## src/tmc_pkg.sv

```systemverilog
/*
 Shared constants for the four-cell trim and margin control block:
 widths, reset codes, update-interval timing and mode encodings.
 Assumes a 40 MHz core clock; all counts are derived from it.
*/
package tmc_pkg;

	localparam int          NUM_CELLS     = 4;
	localparam int          DAC_W         = 8;
	localparam int          SETP_W        = 12;
	localparam int          CLK_MHZ       = 40;

	// Bipolar zero of the trim DAC
	localparam logic [7:0]  DAC_MID       = 8'h80;
	localparam logic [7:0]  DAC_MIN       = 8'h00;
	localparam logic [7:0]  DAC_MAX       = 8'hff;

	// Mode bit: 0 = closed-loop calculator (default), 1 = manual
	localparam logic        MODE_CALC     = 1'b0;
	localparam logic        MODE_MANUAL   = 1'b1;

	// Update interval select codes
	localparam logic [1:0]  RATE_860US    = 2'h0;
	localparam logic [1:0]  RATE_1720US   = 2'h1;
	localparam logic [1:0]  RATE_13800US  = 2'h2;
	localparam logic [1:0]  RATE_27600US  = 2'h3;

	// Interval times in ns
	localparam longint      T_860US_NS    = 860000;
	localparam longint      T_1720US_NS   = 1720000;
	localparam longint      T_13800US_NS  = 13800000;
	localparam longint      T_27600US_NS  = 27600000;

	// Cycle counts, rounded down (longest interval between updates)
	localparam longint      CYC_860US     = T_860US_NS * CLK_MHZ / 1000;
	localparam longint      CYC_1720US    = T_1720US_NS * CLK_MHZ / 1000;
	localparam longint      CYC_13800US   = T_13800US_NS * CLK_MHZ / 1000;
	localparam longint      CYC_27600US   = T_27600US_NS * CLK_MHZ / 1000;

	localparam int          TICK_W        = 21;

	// Profile index after decode
	localparam logic [1:0]  PROF_0        = 2'h0;
	localparam logic [1:0]  PROF_1        = 2'h1;
	localparam logic [1:0]  PROF_2        = 2'h2;

endpackage

```

## src/tmc_trim_cell.sv

```systemverilog
/*
 One trim cell: profile storage, setpoint register, three-state
 comparator and saturating DAC register, with output enable.
 Assumes monitor readings are 12-bit, aligned with setpoints, and
 that the update tick is shared among all cells.
*/
`timescale 1ns/1ps
module tmc_trim_cell
(
	input  wire logic        core_clk,
	input  wire logic        rst,
	input  wire logic        cfg_mode,
	input  wire logic        cfg_polarity,
	input  wire logic [7:0]  cfg_code_p1,
	input  wire logic [7:0]  cfg_code_p2,
	input  wire logic [7:0]  cfg_code_p0_init,
	input  wire logic [11:0] cfg_setp_p1,
	input  wire logic [11:0] cfg_setp_p2,
	input  wire logic [11:0] cfg_setp_p0_init,
	input  wire logic        write_protect,
	input  wire logic        host_code_we,
	input  wire logic [7:0]  host_code,
	input  wire logic        host_setp_we,
	input  wire logic [11:0] host_setp,
	input  wire logic        link_ready,
	input  wire logic        profile_select_lo,
	input  wire logic        profile_select_hi,
	input  wire logic        closed_loop_enable,
	input  wire logic        trim_output_enable,
	input  wire logic [11:0] voltage_monitor_input,
	input  wire logic        monitor_valid,
	input  wire logic        update_tick,
	output logic [7:0]       dac_code,
	output logic             dac_drive_en,
	output logic [11:0]      setpoint
);

	logic [7:0]  code_p0_q;
	logic [11:0] setp_p0_q;
	logic [11:0] setp_q;
	logic [7:0]  dac_q;
	logic [1:0]  sel_q;
	logic        first_q;
	logic        upd_pend_q;
	logic [1:0]  sel;
	logic        sel_change;
	logic [7:0]  sel_code;
	logic [11:0] sel_setp;
	logic        step_up;
	logic        step_dn;
	logic        raise;
	logic        lower;
	logic        cl_run;

	// Binary profile index, code 11 folds onto profile 2
	assign sel = {profile_select_hi, profile_select_lo} == 2'h3 ?
		tmc_pkg::PROF_2 : {profile_select_hi, profile_select_lo};

	// Inputs from the link are ignored until power-up completes
	assign sel_change = link_ready && (first_q || sel != sel_q);

	always_comb
	begin
		unique case (sel)
			tmc_pkg::PROF_0: sel_code = code_p0_q;
			tmc_pkg::PROF_1: sel_code = cfg_code_p1;
			default:         sel_code = cfg_code_p2;
		endcase
	end

	always_comb
	begin
		unique case (sel)
			tmc_pkg::PROF_0: sel_setp = setp_p0_q;
			tmc_pkg::PROF_1: sel_setp = cfg_setp_p1;
			default:         sel_setp = cfg_setp_p2;
		endcase
	end

	// Last seen selection, for change detection
	always_ff @(posedge core_clk)
	begin
		if (rst)
		begin
			sel_q   <= tmc_pkg::PROF_0;
			first_q <= 1'b1;
		end
		else if (link_ready)
		begin
			sel_q   <= sel;
			first_q <= 1'b0;
		end
	end

	// Run-time profile 0 overwrite, blocked by write protection
	always_ff @(posedge core_clk)
	begin
		if (rst)
			code_p0_q <= cfg_code_p0_init;
		else if (host_code_we && !write_protect)
			code_p0_q <= host_code;
	end

	// Profile 0 setpoint doubles as the VID setpoint
	always_ff @(posedge core_clk)
	begin
		if (rst)
			setp_p0_q <= cfg_setp_p0_init;
		else if (host_setp_we && !write_protect)
			setp_p0_q <= host_setp;
	end

	// Setpoint register reloads on selection change
	always_ff @(posedge core_clk)
	begin
		if (rst)
			setp_q <= cfg_setp_p0_init;
		else if (sel_change)
			setp_q <= sel_setp;
	end

	// Three-state compare with channel polarity
	assign step_up = setp_q > voltage_monitor_input;
	assign step_dn = setp_q < voltage_monitor_input;
	assign raise   = cfg_polarity ? step_dn : step_up;
	assign lower   = cfg_polarity ? step_up : step_dn;
	assign cl_run  = cfg_mode == tmc_pkg::MODE_CALC && link_ready &&
		closed_loop_enable && trim_output_enable;

	// Tick waits for a fresh monitor sample before acting
	always_ff @(posedge core_clk)
	begin
		if (rst || !cl_run)
			upd_pend_q <= 1'b0;
		else if (update_tick)
			upd_pend_q <= 1'b1;
		else if (monitor_valid)
			upd_pend_q <= 1'b0;
	end

	// DAC register: manual profile load or closed-loop stepping
	always_ff @(posedge core_clk)
	begin
		if (rst)
			dac_q <= cfg_mode == tmc_pkg::MODE_MANUAL ?
				cfg_code_p0_init : tmc_pkg::DAC_MID;
		else if (cfg_mode == tmc_pkg::MODE_MANUAL)
		begin
			if (sel_change)
				dac_q <= sel_code;
		end
		else if (cl_run && upd_pend_q && monitor_valid)
		begin
			if (raise && dac_q != tmc_pkg::DAC_MAX)
				dac_q <= dac_q + 8'h01;
			else if (lower && dac_q != tmc_pkg::DAC_MIN)
				dac_q <= dac_q - 8'h01;
		end
		// Otherwise hold the last update
	end

	// Output enable gates the pin driver in every mode
	always_ff @(posedge core_clk)
	begin
		if (rst)
			dac_drive_en <= 1'b0;
		else
			dac_drive_en <= link_ready && trim_output_enable;
	end

	assign dac_code = dac_q;
	assign setpoint = setp_q;

endmodule

```

## src/tmc_trim_control.sv

```systemverilog
/*
 Top of the four-cell trim and margin control. Per-cell configuration
 (mode, polarity, profiles) comes as plain ports standing for the
 non-volatile store; host writes arrive as strobes from the serial
 interface. Assumes monitor readings arrive in cell order with a
 valid strobe and cell index from the shared converter.
*/
// Behaviour
// - Four trim cells, each enabled and controlled on its own.
// - Stored mode bit picks stored codes or closed-loop for DAC.
// - Two select inputs per cell pick its active profile.
// - Manual mode applies one of three stored 8-bit codes directly.
// - Manual DAC reloads whenever the decoded profile changes (codes 10 and 11 both pick profile 2).
// - Host may overwrite profile 0 code unless write-protected.
// - Setpoint register reloads from selected 12-bit profile on change.
// - Host may overwrite profile 0 setpoint unless write-protected.
// - Compare setpoint to monitor, adjust DAC, gated by loop enable.
// - Monitor readings from shared converter feed the loop.
// - Loop enable high starts closed-loop trimming for that cell; code also needs output enable high.
// - Output enable low floats the pin; high drives the DAC value.
// - Loop enable low holds last DAC value; reset value 80h.
// - Both enables high update the DAC from the monitor.
// - VID host writes share profile 0 setpoint, same protection.
// - Signal power-up done; link then takes control of outputs.
// - Step DAC by comparison sign and polarity; hold when equal.
// - One shared rate sets interval: 860us, 1.72ms, 13.8ms, 27.6ms.
// - Reset: output off, loop off, profile 0 setpoint, DAC by mode.
// - Each cell uses its own same-numbered monitor input.
`timescale 1ns/1ps
module tmc_trim_control #(
	parameter logic [20:0] CYC_A = 21'(tmc_pkg::CYC_860US),
	parameter logic [20:0] CYC_B = 21'(tmc_pkg::CYC_1720US),
	parameter logic [20:0] CYC_C = 21'(tmc_pkg::CYC_13800US),
	parameter logic [20:0] CYC_D = 21'(tmc_pkg::CYC_27600US),
	parameter logic [7:0]  PWRUP_CYC = 8'h10
)
(
	input  wire logic        core_clk,
	input  wire logic        rst,
	input  wire logic [3:0]  cfg_mode,
	input  wire logic [3:0]  cfg_polarity,
	input  wire logic [1:0]  cfg_update_rate,
	input  wire logic        cfg_write_protect,
	input  wire logic [31:0] cfg_code_p0,
	input  wire logic [31:0] cfg_code_p1,
	input  wire logic [31:0] cfg_code_p2,
	input  wire logic [47:0] cfg_setp_p0,
	input  wire logic [47:0] cfg_setp_p1,
	input  wire logic [47:0] cfg_setp_p2,
	input  wire logic        host_code_we,
	input  wire logic        host_setp_we,
	input  wire logic [1:0]  host_cell,
	input  wire logic [11:0] host_data,
	input  wire logic [3:0]  profile_select_lo,
	input  wire logic [3:0]  profile_select_hi,
	input  wire logic [3:0]  closed_loop_enable,
	input  wire logic [3:0]  trim_output_enable,
	input  wire logic [11:0] voltage_monitor_input,
	input  wire logic [1:0]  monitor_channel,
	input  wire logic        monitor_valid,
	output logic             analog_power_up_done,
	output logic [31:0]      dac_code,
	output logic [3:0]       dac_drive_en,
	output logic [47:0]      setpoint
);

	logic       tick;
	logic [7:0] pwr_cnt_q;
	logic       done_q;

	// Power-up sequence: short settle count, then hand over to link
	always_ff @(posedge core_clk)
	begin
		if (rst)
		begin
			pwr_cnt_q <= 8'h00;
			done_q    <= 1'b0;
		end
		else if (pwr_cnt_q != PWRUP_CYC)
			pwr_cnt_q <= pwr_cnt_q + 8'h01;
		else
			done_q <= 1'b1;
	end

	assign analog_power_up_done = done_q;

	// One interval timer shared by all cells
	tmc_update_timer #(
		.CYC_A (CYC_A),
		.CYC_B (CYC_B),
		.CYC_C (CYC_C),
		.CYC_D (CYC_D)
	) u_timer (
		.core_clk (core_clk),
		.rst      (rst),
		.rate_sel (cfg_update_rate),
		.tick     (tick)
	);

	// Four independent cells, each fed only its own monitor channel
	for (genvar i = 0; i < tmc_pkg::NUM_CELLS; i++)
	begin : g_cell
		tmc_trim_cell u_cell (
			.core_clk              (core_clk),
			.rst                   (rst),
			.cfg_mode              (cfg_mode[i]),
			.cfg_polarity          (cfg_polarity[i]),
			.cfg_code_p1           (cfg_code_p1[i*8 +: 8]),
			.cfg_code_p2           (cfg_code_p2[i*8 +: 8]),
			.cfg_code_p0_init      (cfg_code_p0[i*8 +: 8]),
			.cfg_setp_p1           (cfg_setp_p1[i*12 +: 12]),
			.cfg_setp_p2           (cfg_setp_p2[i*12 +: 12]),
			.cfg_setp_p0_init      (cfg_setp_p0[i*12 +: 12]),
			.write_protect         (cfg_write_protect),
			.host_code_we          (host_code_we &&
				host_cell == 2'(i)),
			.host_code             (host_data[7:0]),
			.host_setp_we          (host_setp_we &&
				host_cell == 2'(i)),
			.host_setp             (host_data),
			.link_ready            (done_q),
			.profile_select_lo     (profile_select_lo[i]),
			.profile_select_hi     (profile_select_hi[i]),
			.closed_loop_enable    (closed_loop_enable[i]),
			.trim_output_enable    (trim_output_enable[i]),
			.voltage_monitor_input (voltage_monitor_input),
			.monitor_valid         (monitor_valid &&
				monitor_channel == 2'(i)),
			.update_tick           (tick),
			.dac_code              (dac_code[i*8 +: 8]),
			.dac_drive_en          (dac_drive_en[i]),
			.setpoint              (setpoint[i*12 +: 12])
		);
	end

endmodule

```

## src/tmc_update_timer.sv

```systemverilog
/*
 Shared update-rate timer: emits a one-cycle tick at the chosen
 closed-loop correction interval. Interval counts are parameters so
 simulation can shrink them; rate select is a static configuration.
*/
`timescale 1ns/1ps
module tmc_update_timer #(
	parameter logic [20:0] CYC_A = 21'(tmc_pkg::CYC_860US),
	parameter logic [20:0] CYC_B = 21'(tmc_pkg::CYC_1720US),
	parameter logic [20:0] CYC_C = 21'(tmc_pkg::CYC_13800US),
	parameter logic [20:0] CYC_D = 21'(tmc_pkg::CYC_27600US)
)
(
	input  wire logic       core_clk,
	input  wire logic       rst,
	input  wire logic [1:0] rate_sel,
	output logic            tick
);

	logic [20:0] cnt_q;
	logic [20:0] limit;

	// Terminal count for the selected interval
	always_comb
	begin
		unique case (rate_sel)
			tmc_pkg::RATE_860US:   limit = CYC_A;
			tmc_pkg::RATE_1720US:  limit = CYC_B;
			tmc_pkg::RATE_13800US: limit = CYC_C;
			default:               limit = CYC_D;
		endcase
	end

	assign tick = (cnt_q >= limit - 21'h000001);

	// Free-running interval counter, restarts on each tick
	always_ff @(posedge core_clk)
	begin
		if (rst || tick)
			cnt_q <= 21'h000000;
		else
			cnt_q <= cnt_q + 21'h000001;
	end

endmodule

```

## config.mk

```make
export PLATFORM = sky130hd
export DESIGN_NAME = tmc_trim_control
export DESIGN_NICKNAME = d
export VERILOG_FILES = /design/src/tmc_pkg.sv /design/src/tmc_trim_cell.sv /design/src/tmc_trim_control.sv /design/src/tmc_update_timer.sv
export SDC_FILE = /design/constraint.sdc
export NUM_CORES = 1
export LEC_CHECK = 0
export ABC_AREA = 1
export BUFFER_PORTS_ARGS = -buffer_cell sky130_fd_sc_hd__buf_2
export CORE_ASPECT_RATIO = 1.5
export CORE_MARGIN = 2
export CORE_UTILIZATION = 31
export DETAILED_ROUTE_END_ITERATION = 6
export PLACE_DENSITY_LB_ADDON = 0.25
export SETUP_SLACK_MARGIN = 0.1
export SYNTH_ARGS = -nofsm -noshare
export SYNTH_HDL_FRONTEND = slang
export SYNTH_SLANG_ARGS = --single-unit
```

## constraint.sdc

```tcl
create_clock -name core_clk -period 3.3 [get_ports core_clk]
set_clock_uncertainty 0.15 [all_clocks]
set_input_delay 0.165 -clock core_clk [delete_from_list [all_inputs] [get_ports core_clk]]
set_output_delay 0.165 -clock core_clk [all_outputs]
set_load 0.03 [all_outputs]
```

After elaboration in Yosys (flattened, before gate mapping)
Cells that the tools add are included.
{"block": "op_classes", "addsub": 11, "order_cmp": 9, "eq_ne": 29, "mux": 81, "bitwise": 4, "reduce_logical": 109}
{"op": "$mux 8", "count": 36}
{"op": "$mux 12", "count": 16}
{"op": "$pmux 12 s2", "count": 4}
{"op": "$pmux 8 s2", "count": 4}
{"op": "$pmux 21 s3", "count": 1}
{"op": "$logic_and 1x1->1", "count": 56}
{"op": "$gt 12x12->1", "count": 4}
{"op": "$lt 12x12->1", "count": 4}
{"op": "$add 8x1->8 const B", "count": 5}
{"op": "$ne 8x8->1 const B", "count": 4}
{"op": "$reduce_bool 2->1", "count": 16}
{"op": "$reduce_bool 8->1", "count": 4}
{"op": "$sub 8x1->8 const B", "count": 4}
{"op": "$add 21x1->21 const B", "count": 1}
{"op": "$ge 21x21->1", "count": 1}
{"op": "$sub 21x1->21 const B", "count": 1}
{"op": "$eq 2x2->1 const B", "count": 9}
{"op": "$mux 1", "count": 16}
{"op": "$reduce_bool 4->1", "count": 4}
{"op": "$eq 2x1->1 const B", "count": 7}
{"op": "$logic_not 2->1", "count": 7}
{"op": "$ne 3x2->1 const B", "count": 4}
{"op": "$reduce_and 3->1", "count": 4}
{"op": "$reduce_bool 3->1", "count": 4}
{"op": "other kinds (6)", "count": 27}
{"block": "totals", "regBits": 207, "in_bits": 300, "out_inout_bits": 85, "wordCells": 275}

Logic depth before layout (Yosys ltp)
{"block": "depth", "depth_word": 9, "ltp_mapped": 23, "ltp_nobuf": 23}

Modules after synthesis
From an unflattened synthesis, not the netlist that was laid out.
{"block": "hier_totals", "cells_unflattened": 1907, "hier_area_um2": 14452.6}
{"module": "tmc_trim_cell", "n_inst": 4, "cells_each": 397, "area_per_inst_um2": 3076.7, "seq_area_each_um2": 1301.2}
{"module": "tmc_update_timer", "n_inst": 1, "cells_each": 231, "area_per_inst_um2": 1564.0, "seq_area_each_um2": 420.4}
{"module": "tmc_trim_control", "n_inst": 1, "cells_each": 88, "area_per_inst_um2": 581.8, "seq_area_each_um2": 180.2}

Worst setup path after synthesis
OpenSTA, ideal clock, no wires.
{"block": "synth_timing", "path_type": "flip-flop to flip-flop", "from": "register g_cell[3].u_cell.setp_q[9]", "to": "register g_cell[3].u_cell.dac_q[6], data pin", "setup_ns": 0.256, "t_arrival_ns": 3.021, "required_ns": 2.894, "slack_ns": -0.127, "stages_incl_launch_ff": 16, "n_path_buf": 0, "period_less_slack_ns": 3.427, "path_cell_list": "edfxtp_1 > ha_1 > a21oi_1 > nor2_1 > nor3_1 > nand3_1 > nand2_1 > nand3_1 > fa_1 > a21o_1 > a21oi_1 > nor2_1 > o21ai_0 > nand2_1 > xor2_1 > a31o_2"}
{"block": "synth_between", "elab_chain_cells": 7, "elab_cells_between_ends": 8, "classes_between": "order compare: 2; mux: 5; reduce/logical: 1"}
{"element": "start, declared", "line": "tmc_trim_cell.sv:40", "source": "logic [11:0] setp_q;"}
{"element": "start signal, assigned", "line": "tmc_trim_cell.sv:117", "source": "setp_q <= cfg_setp_p0_init;"}
{"element": "start signal, assigned", "line": "tmc_trim_cell.sv:119", "source": "setp_q <= sel_setp;"}
{"element": "$gt 12x12->1 / $lt 12x12->1 (equally long branches)", "line": "tmc_trim_cell.sv:123, tmc_trim_cell.sv:124"}
{"element": "$mux 1 (*)", "line": "tmc_trim_cell.sv:125", "source": "assign raise = cfg_polarity ? step_dn : step_up;"}
{"element": "$logic_and 1x1->1 (*)", "line": "tmc_trim_cell.sv:154", "source": "if (raise && dac_q != tmc_pkg::DAC_MAX)"}
{"element": "$mux 8 (*)", "line": "tmc_trim_cell.sv:154"}
{"element": "$mux 8 (*)", "line": "tmc_trim_cell.sv:152", "source": "else if (cl_run && upd_pend_q && monitor_valid)"}
{"element": "$mux 8 (*)", "line": "tmc_trim_cell.sv:147", "source": "else if (cfg_mode == tmc_pkg::MODE_MANUAL)"}
{"element": "$mux 8 (*)", "line": "tmc_trim_cell.sv:144", "source": "if (rst)"}
{"element": "end signal, assigned", "line": "tmc_trim_cell.sv:145", "source": "dac_q <= cfg_mode == tmc_pkg::MODE_MANUAL ?"}
{"element": "end signal, assigned", "line": "tmc_trim_cell.sv:150", "source": "dac_q <= sel_code;"}
{"element": "end signal, assigned", "line": "tmc_trim_cell.sv:155", "source": "dac_q <= dac_q + 8'h01;"}
{"element": "end, declared", "line": "tmc_trim_cell.sv:41", "source": "logic [7:0] dac_q;"}
Mark *: on every way between the ends. The rest lies on a longest branch, timed or not. The select of a mux whose other input is x is not followed.
A chain may end at the register's enable or synchronous reset.

Final worst setup path
{"block": "layout_timing", "from": "register g_cell[0].u_cell.setp_q[5]", "to": "register g_cell[0].u_cell.dac_q[6], data pin"}
{"block": "layout_between", "elab_chain_cells": 7, "elab_cells_between_ends": 8, "classes_between": "order compare: 2; mux: 5; reduce/logical: 1"}
{"element": "start, declared", "line": "tmc_trim_cell.sv:40"}
{"element": "start signal, assigned", "line": "tmc_trim_cell.sv:117"}
{"element": "start signal, assigned", "line": "tmc_trim_cell.sv:119"}
{"element": "$gt 12x12->1 / $lt 12x12->1 (equally long branches)", "line": "tmc_trim_cell.sv:123, tmc_trim_cell.sv:124"}
{"element": "$mux 1 (*)", "line": "tmc_trim_cell.sv:125"}
{"element": "$logic_and 1x1->1 (*)", "line": "tmc_trim_cell.sv:154"}
{"element": "$mux 8 (*)", "line": "tmc_trim_cell.sv:154"}
{"element": "$mux 8 (*)", "line": "tmc_trim_cell.sv:152"}
{"element": "$mux 8 (*)", "line": "tmc_trim_cell.sv:147"}
{"element": "$mux 8 (*)", "line": "tmc_trim_cell.sv:144"}
{"element": "end signal, assigned", "line": "tmc_trim_cell.sv:145"}
{"element": "end signal, assigned", "line": "tmc_trim_cell.sv:150"}
{"element": "end signal, assigned", "line": "tmc_trim_cell.sv:155"}
{"element": "end, declared", "line": "tmc_trim_cell.sv:41"}
Marks and branches as above.

==> flow_summary.toml <==
[synth]
synth_top_family_by_area = "simple AND/OR/NAND/NOR gates"
ys_warn_count = 0
synth-simple-area-share_pct = 25.77
synth_fp_nets = 2103
compound_cell_area_share_of_the_yosys_netlist_pct = 11.90
yosys.area_share.adder_pct = 9.824
synth.distinct_cells = 50
flop_and_latch_count_out_of_synthesis = 207
synth_mux_area_share_pct = 0
synthesis.instances = 1699
syn_area_um2 = 13550
yosys.area_share.xor_xnor_pct = 2.908
yosysSeqAreaShare_pct = 42.40
syn_area_per_cell_um2 = 7.976

[pwr]
power.internal_mw = 6.079
p_sw_share_pct = 32.23
p_seq_share_pct = 36.7
power.leakage_nw = 9.471
p_per_area_nw_per_um2 = 435.3
vdd_ir_drop_max_v = 0.0003200
pwr-share-clk_pct = 32.1
share_comb_of_total_power_pct = 31.3
net-switching-power_mw = 2.891

[die]
initial_utilization_pct = 31.48
die_area_um2 = 45440
die_height_um = 260.1
placeableCoreArea_um2 = 43050
ioPinCount = 385
core.rowCount = 93
die_width_um = 174.7

[clocking]
root_cell_of_the_clock_tree = "clkbuf_16"
tritoncts_clock_tree = "done"
worstSkewPairLatency_ns = 0.55
htree_levels = 1
cts_max_path_buffers = 3
clk_pin_slew_ns = 0.06
cts-buffers-inserted = 25
cts_num_sinks = 207

[global_routing]
number_of_global_route_vias_before_repair = 14989
aggregate_global_route_resource_usage_pct = 24.21
total_grt_overflow = 0
first_pass_grt_wire_length_um = 83850
grt_start_max_net_pins = 84
initial_antenna_violation_count = 4

[timing]
final.setup.worst_slack_ns = 0.03584
fin_worst_hold_slack_ns = 0.003251
layout_min_cycle_time_ns = 3.264
worstMarginPinSlew_ns = 1.144
max-slew-margin-rel_pct = 23.21
hold_viol_final = 0
finalCritPeriodShare_pct = 98.91
maxClockFrequency_ghz = 0.3064
setup_total_negative_slack_ns = 0
finalSetupViolCount = 0
slew_viol_final = 0
rsz0062_at_grt = "yes"

[detailed_routing]
remaining_drc_errors = 0
ant_nets = 0
drt_first_pass_iters = 5
route.vias.total = 14817
drt-initial-drc-count = 840
route.detailed.wl_per_inst_um = 19.23
total_routed_wirelength_um = 57380
routed_via_density = 4.965

[critical_path]
worstSetupEndpointType = "register"
crit_arrival_ns = 3.39
type_of_the_setup_path_with_the_least_slack = "reg2reg"
crit_required_ns = 3.42
worst-path-max-fanout = 5
crit_path_start_kind = "register"

[placement]
total_placed_cells_including_tap_cells = 2666
place.detailed.hpwl_um = 42560
rd_place_congestion = 0.8838
placement.io_buffers = 384
placement_setup_slack_ns = -0.1137

[layout]
finish.cell_count_without_fillers = 2984
filler_cell_count = 4251
post_route_cells_drive_above_1_share_pct = 27.59
seq_area_um2 = 5746
multi_input_gate_area_um2 = 7431
final_nets = 2795
final_cell_mix = "485 x nand2_1, 383 x buf_2, 226 x dlygate4sd3_1"
syn2layout_area_growth_pct = 52.06
post-route-util_pct = 47.86
final_common_cell = "nand2_1"

[worst_hold_path]
classification_of_the_worst_slack_hold_path = "in2reg"

[flow_run]
timing.max_cap.violations = 0

[run_status]
run_status = "complete, no violations"
==> sequential cells by signal, summed over array words and instances (netlist names) <==
register                    count
analog_power_up_done            1
g_cell.u_cell.sel_q             8
g_cell.u_cell.dac_drive_en      4
g_cell.u_cell.upd_pend_q        4
u_timer.cnt_q                  21
g_cell.u_cell.first_q           1
g_cell.u_cell.setpoint         48
g_cell.u_cell.dac_code         32
g_cell.u_cell.setp_p0_q        48
pwr_cnt_q                       8
g_cell.u_cell.code_p0_q        32
==> layer usage <==
metal / wire [um] / share of wire (%) / global-route usage [%] / vias up
met2: 30900 / 54 / 46.79 / 499
met5: 8 / 0.014 / 0 / -
li1: - / - / - / 7130
met4: 2748 / 4.8 / 11.50 / 2
met1: 20930 / 36 / 25.68 / 7031
met3: 2790 / 4.9 / 3.143 / 155
==> critical path: stages (launching register included) <==
cell	delay (ns)
edfxtp_1	0.43
ha_4	0.29
nand4_1	0.12
nor3_2	0.24
nand2_1	0.10
nand4_1	0.21
nand3_4	0.17
fa_2	0.41
nand3_2	0.08
nand2_2	0.06
a21oi_2	0.13
o21ai_1	0.10
xor2_1	0.19
o211ai_1	0.19
o31ai_1	0.10
==> power groups by stage <==
| stage | Combinational, mW | Clock, mW | Sequential [mW] |
|---|---|---|---|
| 2_1_floorplan | 1.09 | 0 | 3.47 |
| 3_3_place_gp | 2.20 | 0 | 3.32 |
| 3_5_place_dp | 2.23 | 0 | 3.33 |
| 4_1_cts | 2.55 | 2.94 | 3.27 |
| 5_1_grt | 3.06 | 3.03 | 3.31 |
| 6_report | 2.81 | 2.88 | 3.29 |
==> kinds of logic (layout without fill, tap and decap cells) <==
kind of cell	after synthesis	after routing
buf+inv	250	960
xor+xnor	45	45
other cells	1	5
fa+ha+maj	104	104
compound gates	295	295
flops	207	207
simple gates	797	798
==> worst paths after layout <==
kind / startpoint / endpoint / slack [ns] / depth (start not counted)
min: cfg_code_p2[13] / g_cell[1].u_cell.dac_code[5] / 0.003 / 5
max reg2reg: g_cell[0].u_cell.setpoint[5] / g_cell[0].u_cell.dac_code[6] / 0.04 / 14
min reg2reg: pwr_cnt_q[4] / pwr_cnt_q[4] / 0.33 / 2
max: g_cell[0].u_cell.setpoint[5] / g_cell[0].u_cell.dac_code[6] / 0.04 / 14
==> synthesized netlist by cell type, drive strengths merged <==
library cell / count / area, um^2
o221ai: 1 / 8.760
a21oi: 77 / 385.4
a2111oi: 1 / 15.01
nor3b: 8 / 90.08
nand2: 496 / 1862
inv: 175 / 656.9
a31oi: 1 / 6.260
o21bai: 5 / 37.54
a211oi: 2 / 15.01
edfxtp: 160 / 4805
xnor2: 16 / 140.1
a22o: 3 / 26.28
o22ai: 2 / 12.51
or2: 4 / 25.03
a21boi: 1 / 7.510
o31ai: 5 / 37.54
xor2: 29 / 254.0
a21o: 3 / 22.52
nor2: 69 / 274.0
dfxtp: 47 / 940.9
a31o: 1 / 8.760
nand4: 22 / 137.6
nor3: 32 / 240.2
conb: 1 / 3.750
a221oi: 4 / 35.03
ha: 100 / 1251
o311ai: 4 / 35.03
nand3: 154 / 785.8
o211ai: 2 / 15.01
o21ai: 179 / 910.9
and2: 3 / 21.27
nor4: 9 / 56.30
o21a: 1 / 7.510
buf: 16 / 93.84
clkbuf: 59 / 221.5
o32ai: 3 / 26.28
fa: 4 / 80.08
==> metrics by stage <==
stage	cell area (um^2)	power, mW
after CTS	19910	8.764
final	20610	8.970
after global routing	20600	9.400
after detailed placement	16650	5.557
after global placement	16650	5.524
after floorplan	13610	4.563
==> layout make-up <==
type                    instances  share of cell area [%]
inverters                     175                   3.212
flip-flops and latches        207                   27.88
repair buffers                739                   25.33
well taps                     570                   3.461
clock inverters                14                  0.8440
diodes                          4                 0.04857
clock buffers                  32                   3.163
multi-input cells            1243                   36.06
==> repair_timing <==
item / 4_1_cts / 5_1_grt
endpoints found under the hold margin: 180 / 0
gates cloned: 1 / 0
pin swaps: 1 / 47
endpoints found under the setup margin: 11 / 16
hold buffers: 226 / 0
resized for setup: 15 / 77
setup buffers: 11 / 30
No activity file was read; power rests on OpenSTA's default activity.
